==> src/hdl/reset_seq_pkg.sv <==
// constants shared by the board reset sequencer
// Operation
// - observe panel, hub, controller and processor reset requests; classify power-up, hard, soft
// - power-good output asserts 30 to 40 ms after supply power-good seen
// - hard reset from software or front panel button via reset microcontroller
// - any of the three hard reset sources (panel, software, I/O controller) asserts both ISA and PCI bus resets
// - ISA reset resets ISA subsystem; PCI reset resets PCI bus
// - host bridge forwards PCI reset as processor reset
// - keyboard soft reset and chipset init merge into one processor init
// - soft reset restarts processors without flushing caches or buffers
package reset_seq_pkg;
   localparam int unsigned CLK_HZ       = 10_000_000;
   localparam int unsigned PGOOD_MIN_MS = 30;
   localparam int unsigned PGOOD_MAX_MS = 40;
   // wait is aimed at the lower bound, with the clock division exact, so at this CLK_HZ it lands inside the window
   localparam int unsigned PGOOD_CYCLES = (CLK_HZ / 1000) * PGOOD_MIN_MS;
   localparam int unsigned HOLD_CYCLES  = 16;
   // reset class codes reported on resetKind
   localparam logic [1:0]  KIND_POWER_UP = 2'h0;
   localparam logic [1:0]  KIND_HARD     = 2'h1;
   localparam logic [1:0]  KIND_SOFT     = 2'h2;
   typedef enum logic [1:0] {
      ST_POWER_UP = 2'b00,
      ST_HARD     = 2'b01,
      ST_RUN      = 2'b10
   } seq_state_t;
endpackage

==> src/hdl/sync2.sv <==
// two flip-flop synchroniser for one level
`timescale 1ns/1ns
module sync2 (
   input  wire logic clk,
   input  wire logic rst,
   input  wire logic din,
   output logic      dout
);
   logic stage1;
   logic next_stage1;
   logic next_dout;

   always_comb begin
      next_stage1 = din;
      next_dout   = stage1;
   end

   always_ff @(posedge clk) begin
      if (rst) begin
         stage1 <= 1'b0;
         dout   <= 1'b0;
      end else begin
         stage1 <= next_stage1;
         dout   <= next_dout;
      end
   end
endmodule

==> src/hdl/board_reset_sequencer.sv <==
// board reset sequencer: power-up, hard and soft reset generation
`timescale 1ns/1ns
module board_reset_sequencer #(
   parameter int unsigned PGOOD_CYCLES = reset_seq_pkg::PGOOD_CYCLES,
   parameter int unsigned HOLD_CYCLES  = reset_seq_pkg::HOLD_CYCLES
) (
   input  wire logic clk,
   input  wire logic rst,
   input  wire logic supplyPowerGood,
   input  wire logic panelResetReq_n,
   input  wire logic swHardResetReq,
   input  wire logic ioCtrlResetReq,
   input  wire logic keyboard_soft_reset_req_n,
   input  wire logic chipsetInitReq_n,
   output logic      mgmtPowerGood,
   output logic      isa_bus_reset_out,
   output logic      pci_bus_reset_out,
   output logic      cpuReset_n,
   output logic      cpuInit_n,
   output logic [1:0] resetKind
);
   // one counter serves both waits, so it is sized for the longer of the two
   localparam int CW = $clog2(((PGOOD_CYCLES > HOLD_CYCLES) ? PGOOD_CYCLES : HOLD_CYCLES)
                              + 1);

   // counter step shared by the power-up wait, the hard-reset hold and the check counter
   function automatic logic [CW-1:0] countUp(input logic [CW-1:0] value);
      countUp = value + 1'b1;
   endfunction

   logic          sPgood;
   logic          sPanel;
   logic          sSw;
   logic          sIo;
   logic          sKb;
   logic          sInit;

   // every request pin is asynchronous to clk, so each one passes two flops first
   sync2 uPg (
      .clk  (clk),
      .rst  (rst),
      .din  (supplyPowerGood),
      .dout (sPgood)
   );

   sync2 uPan (
      .clk  (clk),
      .rst  (rst),
      .din  (~panelResetReq_n),
      .dout (sPanel)
   );

   sync2 uSw (
      .clk  (clk),
      .rst  (rst),
      .din  (swHardResetReq),
      .dout (sSw)
   );

   sync2 uIo (
      .clk  (clk),
      .rst  (rst),
      .din  (ioCtrlResetReq),
      .dout (sIo)
   );

   sync2 uKb (
      .clk  (clk),
      .rst  (rst),
      .din  (~keyboard_soft_reset_req_n),
      .dout (sKb)
   );

   sync2 uIn (
      .clk  (clk),
      .rst  (rst),
      .din  (~chipsetInitReq_n),
      .dout (sInit)
   );

   reset_seq_pkg::seq_state_t state;
   reset_seq_pkg::seq_state_t next_state;
   logic [CW-1:0] cnt;
   logic [CW-1:0] next_cnt;
   logic          pgood;
   logic          next_pgood;
   logic          busRst;
   logic          next_busRst;
   logic          init;
   logic          next_init;
   logic [1:0]    kind;
   logic [1:0]    next_kind;
   logic          hardReq;

   // panel button arrives through the reset microcontroller as one hard request
   assign hardReq = sPanel | sSw | sIo;

   always_comb begin
      next_state  = state;
      next_cnt    = cnt;
      next_pgood  = pgood;
      next_busRst = busRst;
      next_kind   = kind;
      unique case (state)
         reset_seq_pkg::ST_POWER_UP: begin
            next_busRst = 1'b1;
            next_kind   = reset_seq_pkg::KIND_POWER_UP;
            if (!sPgood) begin
               next_cnt   = '0;
               next_pgood = 1'b0;
            end else if (cnt == CW'(PGOOD_CYCLES - 1)) begin
               next_pgood = 1'b1;
               next_state = reset_seq_pkg::ST_RUN;
               next_cnt   = '0;
            end else begin
               next_cnt = countUp(cnt);
            end
         end
         reset_seq_pkg::ST_HARD: begin
            next_busRst = 1'b1;
            next_kind   = reset_seq_pkg::KIND_HARD;
            if (hardReq) begin
               next_cnt = '0;
            end else if (cnt == CW'(HOLD_CYCLES - 1)) begin
               next_busRst = 1'b0;
               next_state  = reset_seq_pkg::ST_RUN;
               next_cnt    = '0;
            end else begin
               next_cnt = countUp(cnt);
            end
         end
         reset_seq_pkg::ST_RUN: begin
            next_busRst = 1'b0;
            if (hardReq) begin
               next_busRst = 1'b1;
               next_state  = reset_seq_pkg::ST_HARD;
               next_cnt    = '0;
               next_kind   = reset_seq_pkg::KIND_HARD;
            end else if (sKb | sInit) begin
               next_kind = reset_seq_pkg::KIND_SOFT;
            end
         end
         default: next_state = reset_seq_pkg::ST_POWER_UP;
      endcase
      // loss of supply power-good restarts the power-up sequence
      if (!sPgood && state != reset_seq_pkg::ST_POWER_UP) begin
         next_state  = reset_seq_pkg::ST_POWER_UP;
         next_pgood  = 1'b0;
         next_busRst = 1'b1;
         next_cnt    = '0;
      end
      // soft reset pulses init and leaves bus resets alone; caches are never touched here
      next_init = ~next_pgood | sKb | sInit;
   end

   always_ff @(posedge clk) begin
      if (rst) begin
         state  <= reset_seq_pkg::ST_POWER_UP;
         cnt    <= '0;
         pgood  <= 1'b0;
         busRst <= 1'b1;
         init   <= 1'b1;
         kind   <= 2'b00;
      end else begin
         state  <= next_state;
         cnt    <= next_cnt;
         pgood  <= next_pgood;
         busRst <= next_busRst;
         init   <= next_init;
         kind   <= next_kind;
      end
   end

   assign mgmtPowerGood     = pgood;
   assign isa_bus_reset_out = busRst;
   assign pci_bus_reset_out = busRst;
   assign cpuReset_n        = ~busRst;
   assign cpuInit_n         = ~init;
   assign resetKind         = kind;

   // independent count of how long supply power-good has stood, for the delay check
   logic [CW-1:0] pgRun;
   logic [CW-1:0] next_pgRun;

   always_comb begin
      next_pgRun = pgRun;
      if (!sPgood) begin
         next_pgRun = '0;
      end else if (pgRun != '1) begin
         next_pgRun = countUp(pgRun);
      end
   end

   always_ff @(posedge clk) begin
      if (rst) begin
         pgRun <= '0;
      end else begin
         pgRun <= next_pgRun;
      end
   end
endmodule

==> config.mk <==
export PLATFORM = sky130hd
export DESIGN_NAME = board_reset_sequencer
export DESIGN_NICKNAME = d
export VERILOG_FILES = /design/src/hdl/reset_seq_pkg.sv /design/src/hdl/sync2.sv /design/src/hdl/board_reset_sequencer.sv
export SDC_FILE = /design/constraint.sdc
export NUM_CORES = 1
export LEC_CHECK = 0
export BUFFER_PORTS_ARGS = -buffer_cell sky130_fd_sc_hd__buf_2
export CAP_MARGIN = 20
export CORE_ASPECT_RATIO = 1.75
export CORE_MARGIN = 1
export CORE_UTILIZATION = 35
export DETAILED_ROUTE_END_ITERATION = 8
export HOLD_SLACK_MARGIN = 0.05
export MAX_ROUTING_LAYER = met4
export SLEW_MARGIN = 25
export SYNTH_ARGS = -nofsm -noshare
export SYNTH_HDL_FRONTEND = slang
export SYNTH_SLANG_ARGS = --single-unit
==> constraint.sdc <==
create_clock -name clk -period 4.56 [get_ports clk]
set_clock_uncertainty 0.2 [all_clocks]
set_input_delay 0.456 -clock clk [delete_from_list [all_inputs] [get_ports clk]]
set_output_delay 0.456 -clock clk [all_outputs]
set_load 0.005 [all_outputs]
After elaboration in Yosys (flattened, before gate mapping)
Cells that the tools add are included.

Bits in registers: 38. Bits in latches: 0. Memory bits (writable): 0. Bits in read-only memories: 0. Input port bits: 8. Logic and storage cells: 72. Memories: 0.

$add $sub $neg: 1. Multiply operators: 0. Divide/modulo/power cells: 0. $lt $le $gt $ge: 0. Eq/ne operators: 10. Shift-type cells: 0. Multiplexer cells: 23. Bitwise logic cells: 11. Reductions and logical operators: 9.

Operator list (number): $mux 19 (5); $pmux 19 s3 (1); $add 19x1->19 const B (1); $eq 19x19->1 const B (1); $eq 19x4->1 const B (1); $mux 2 (7); $pmux 2 s3 (2); $ne 2x2->1 const B (4); $mux 1 (7); $not 1->1 (6); $or 1x1->1 (5); $reduce_and 5->1 (1); $reduce_and 2->1 (2); $ne 3x3->1 const B (1); $pmux 1 s3 (1); $reduce_bool 3->1 (1); $eq 2x1->1 const B (1); $eq 2x2->1 const B (1); $logic_not 2->1 (1); $ne 2x1->1 const B (1); $reduce_bool 2->1 (1); $reduce_or 2->1 (1); $logic_and 1x1->1 (1); $logic_not 1->1 (1).

Longest topological paths before layout
Depth in word-level cells: 8. Gate-level depth with buffers: 8. Depth with buffers taken out: 7.

Hierarchy
From an unflattened synthesis, not the netlist that was laid out.

Cells, all modules: 186. Area, all modules: 1681.6 µm².

By module, submodules not included: board_reset_sequencer (instances 1, cells an instance 162, area an instance 1366.3 µm²); sync2 (instances 6, cells an instance 4, area an instance 52.6 µm²).

Worst setup path after synthesis
Ideal clock, no wire load.

Kind: register to register. Start: register state[0]. End: register cnt[15]. Library setup time: 147 ps. Arrival: 1850 ps. Data required time: 4213 ps. Setup slack: 2363 ps. Cell stages (with the launch flop): 8. Buffers on the path: 0. Clock period less this slack: 2197 ps. Cells stage by stage: dfxtp_1 -> inv_1 -> ha_1 -> nor4b_2 -> nor4_2 -> and3_2 -> a31oi_1 -> a211oi_1.

Word-level cells in the longest chain between the ends: 3. Elaborated cells between the ends (all ways): 10.

Ends and longest elaborated chain: start, declared (RTL line board_reset_sequencer.sv:81) `reset_seq_pkg::seq_state_t state;`; start signal, assigned (RTL line board_reset_sequencer.sv:158) `state <= reset_seq_pkg::ST_POWER_UP;`; start signal, assigned (RTL line board_reset_sequencer.sv:165) `state <= next_state;`; $eq 2x2->1, or another cell as far along (RTL line board_reset_sequencer.sv:104) `unique case (state)`; $ne 2x2->1 (no source line), or another cell as far along; $reduce_and 2->1 (no source line) or $reduce_or 2->1 (tied branches); end signal, assigned (RTL line board_reset_sequencer.sv:166) `cnt <= next_cnt;`; end, declared (RTL line board_reset_sequencer.sv:83) `logic [CW-1:0] cnt;`.

Parallel ways exist; a longest one is shown, timed or not. A chain may end at the register's enable or synchronous reset.

Worst setup path in the final report
Start: register cnt[13]. End: register cnt[15].

Word-level cells in the longest chain between the ends: 4. Elaborated cells between the ends (all ways): 8.

Ends and longest elaborated chain: $add 19x1->19, or another cell as far along (RTL line board_reset_sequencer.sv:28) `countUp = value + 1'b1;`; $mux 19, on equally long branches (RTL line board_reset_sequencer.sv:124, board_reset_sequencer.sv:111); $mux 19, on equally long branches (RTL line board_reset_sequencer.sv:122, board_reset_sequencer.sv:108); $pmux 19 s3 (*) (RTL line board_reset_sequencer.sv:104).

Mark *: on every way between the ends. The rest lies on a longest branch, timed or not.

==> results.json <==
{
  "status": "finished clean",
  "ys_seq_elements": 38,
  "post-place-ws_ns": 1.89,
  "yosysTopAreaCell": "dfxtp_1",
  "syn_nets": 202,
  "cap_violations": 0,
  "path_class": "flip-flop to flip-flop",
  "htreeDepth": 2,
  "grt_pass1_wl_um": 5460,
  "cts_sinks": 38,
  "drcViolationCount": 0,
  "yosysTopAreaCellShare": 0.438,
  "largest_reg_flops": 19,
  "critPathLaunch": "cnt[13]",
  "synth-edff-count": 0,
  "drtPass1Iterations": 4,
  "route.antenna.remaining_nets": 0,
  "num_io_pins": 15,
  "holdWs_ns": 0.101,
  "ff2ff_path_depth": 5,
  "reg2reg_to": "cnt[15]",
  "fin_tns_setup_ns": 0,
  "cts_setup_buffers": 0,
  "min_period_ns": 2.57,
  "synthTopCellsByArea": "dfxtp_1, nor2_1, xor2_1, nor2b_1, nand2_1",
  "insertion_delay_ns": 0.29,
  "num_antenna_cells": 0,
  "syn_inst": 189,
  "synthFlopType": "dfxtp_1",
  "utilization": 0.418,
  "worstSetupStartpointType": "flip-flop",
  "instances_no_fill": 257,
  "grtUsageTotal": 0.136,
  "synth_seq_area_share": 0.438,
  "regMostFlops": "cnt",
  "cts_root_buf": "clkbuf_8",
  "pwr-share-seq": 0.486,
  "syn_to_final_growth_pct": 13.2,
  "combPwrFrac": 0.021,
  "dpl.hpwl_um": 2280,
  "post_cts_resized": 0,
  "synth-async-reset-ratio": 0,
  "reg2reg_from": "cnt[13]",
  "grt-ovfl-total": 0,
  "setup_ws_ns": 1.99,
  "yosys_warnings": 0,
  "drv_slew": 0,
  "die_h_um": 95.2,
  "syn_avg_cell_area_um2": 9.20,
  "synth_area_mm2": 0.00174,
  "ir_drop_mv": 0.165,
  "antenna_found_initial": 0,
  "via_per_inst": 5.11,
  "synth_cell_types": 44,
  "sw_frac_of_total": 0.192,
  "coreArea_mm2": 0.00471,
  "crit_arrival_ns": 2.50,
  "initial_core_util": 0.369,
  "fin_crit_sh": 0.564,
  "numCtsBuffers": 5,
  "portBuffers": 14,
  "max_freq_mhz": 389,
  "p_int_mw": 0.562,
  "clock_path_buffers": 2,
  "finalWirelength_um": 3220,
  "final_net_count": 217,
  "dieArea_mm2": 0.00526,
  "slew_headroom": 0.311,
  "cp-endpoint": "cnt[15]",
  "cts_tree": "done",
  "clockPowerShare": 0.493,
  "drive_above_1_share": 0.161,
  "path_max_fanout": 19,
  "power.density_mw_per_mm2": 354,
  "drtIter0Drc": 26,
  "grt_max_degree": 20,
  "cp-end-kind": "flip-flop",
  "cp.required_ns": 4.49,
  "die_w_um": 55.3,
  "worstHoldPathType": "input port to flip-flop",
  "dp_cells": 249,
  "p_sw_mw": 0.134,
  "ctsHoldBuffers": 0,
  "row_count": 33,
  "reg2reg_slack_ns": 1.99,
  "wl_per_cell_um": 12.5,
  "hold_viol": 0,
  "tightest_slew_ns": 1.03,
  "cellLeakagePower_nw": 0.787,
  "vias": 1313,
  "grt_pass1_vias": 1190,
  "path_clk_slew_ns": 0.08,
  "final_common_cell": "dfxtp_1",
  "gp_congestion": 0.764,
  "hold_start": "panelResetReq_n",
  "final_cell_mix": "dfxtp_1, nor2_1, nand2_1, buf_2, nor2b_1",
  "rsz0062_at_grt": "false",
  "setup_viol": 0
}
power groups by stage:
stage / Sequential (mW) / Combinational (mW) / Clock, mW
after floorplan: 0.346 / 0.00984 / 0
after global placement: 0.346 / 0.0143 / 0
after detailed placement: 0.346 / 0.0145 / 0
after CTS: 0.338 / 0.0145 / 0.355
after global routing: 0.339 / 0.0165 / 0.368
final: 0.339 / 0.0143 / 0.344
worst min path at each step:
stage,to,slack (ns),cells past startpoint
4_1_cts,uPan.next_dout,0.09,2
5_1_grt,uPan.next_dout,0.09,2
3_5_place_dp,uPan.dout,0.22,1
3_3_place_gp,uKb.dout,0.22,1
2_1_floorplan,init,0.20,2
6_report,uPan.next_dout,0.10,2
cells in the mapped netlist, drive strengths merged (2+ instances only):
master / number
mux2i: 2
nor2: 27
buf: 3
dfxtp: 38
and3: 8
a21oi: 5
and4: 3
xor2: 11
a31oi: 4
nor3: 2
clkbuf: 3
nand4: 6
nor4: 4
inv: 6
xnor2: 4
o21ai: 2
nand2: 17
ha: 5
nand3: 8
nor2b: 12
nor3b: 2
kinds of logic after synthesis:
| group | Yosys count | synth area share |
|---|---|---|
| buf+inv | 12 | 0.0425 |
| compound gates | 19 | 0.0835 |
| flops | 38 | 0.438 |
| fa+ha+maj | 5 | 0.0360 |
| mux | 2 | 0.0115 |
| simple gates | 98 | 0.313 |
| xor+xnor | 15 | 0.0756 |
layer usage:
| layer | wire length, um | vias up | global-route usage |
|---|---|---|---|
| met2 | 1670 | 13 | 0.240 |
| met5 | 0 | - | - |
| met4 | 79 | 0 | 0.0708 |
| met1 | 1410 | 612 | 0.139 |
| met3 | 68 | 7 | 0.0326 |
| li1 | - | 681 | - |
critical path, stage by stage (launching register included):
cell      delay [ns]
dfxtp_1         0.38
nor4_2          0.37
nand3_1         0.18
o21a_1          0.26
o41ai_4         0.91
a211oi_1        0.11
area by class of cell:
cell class | instances | area (um^2)
Multi-Input combinational cell | 139 | 912
Fill cell | 498 | 2740
Clock inverter | 3 | 68.8
Timing Repair Buffer | 14 | 70.1
Clock buffer | 5 | 68.8
Sequential cell | 38 | 761
Inverter | 6 | 22.5
Tap cell | 52 | 65.1
metrics by stage:
stage | cell area (um^2) | power, mW
after global placement | 1820 | 0.360
after CTS | 1960 | 0.708
final | 1970 | 0.696
after detailed placement | 1820 | 0.361
after global routing | 1970 | 0.724
after floorplan | 1740 | 0.356
Note: power is estimated with default switching activity, not from simulation.
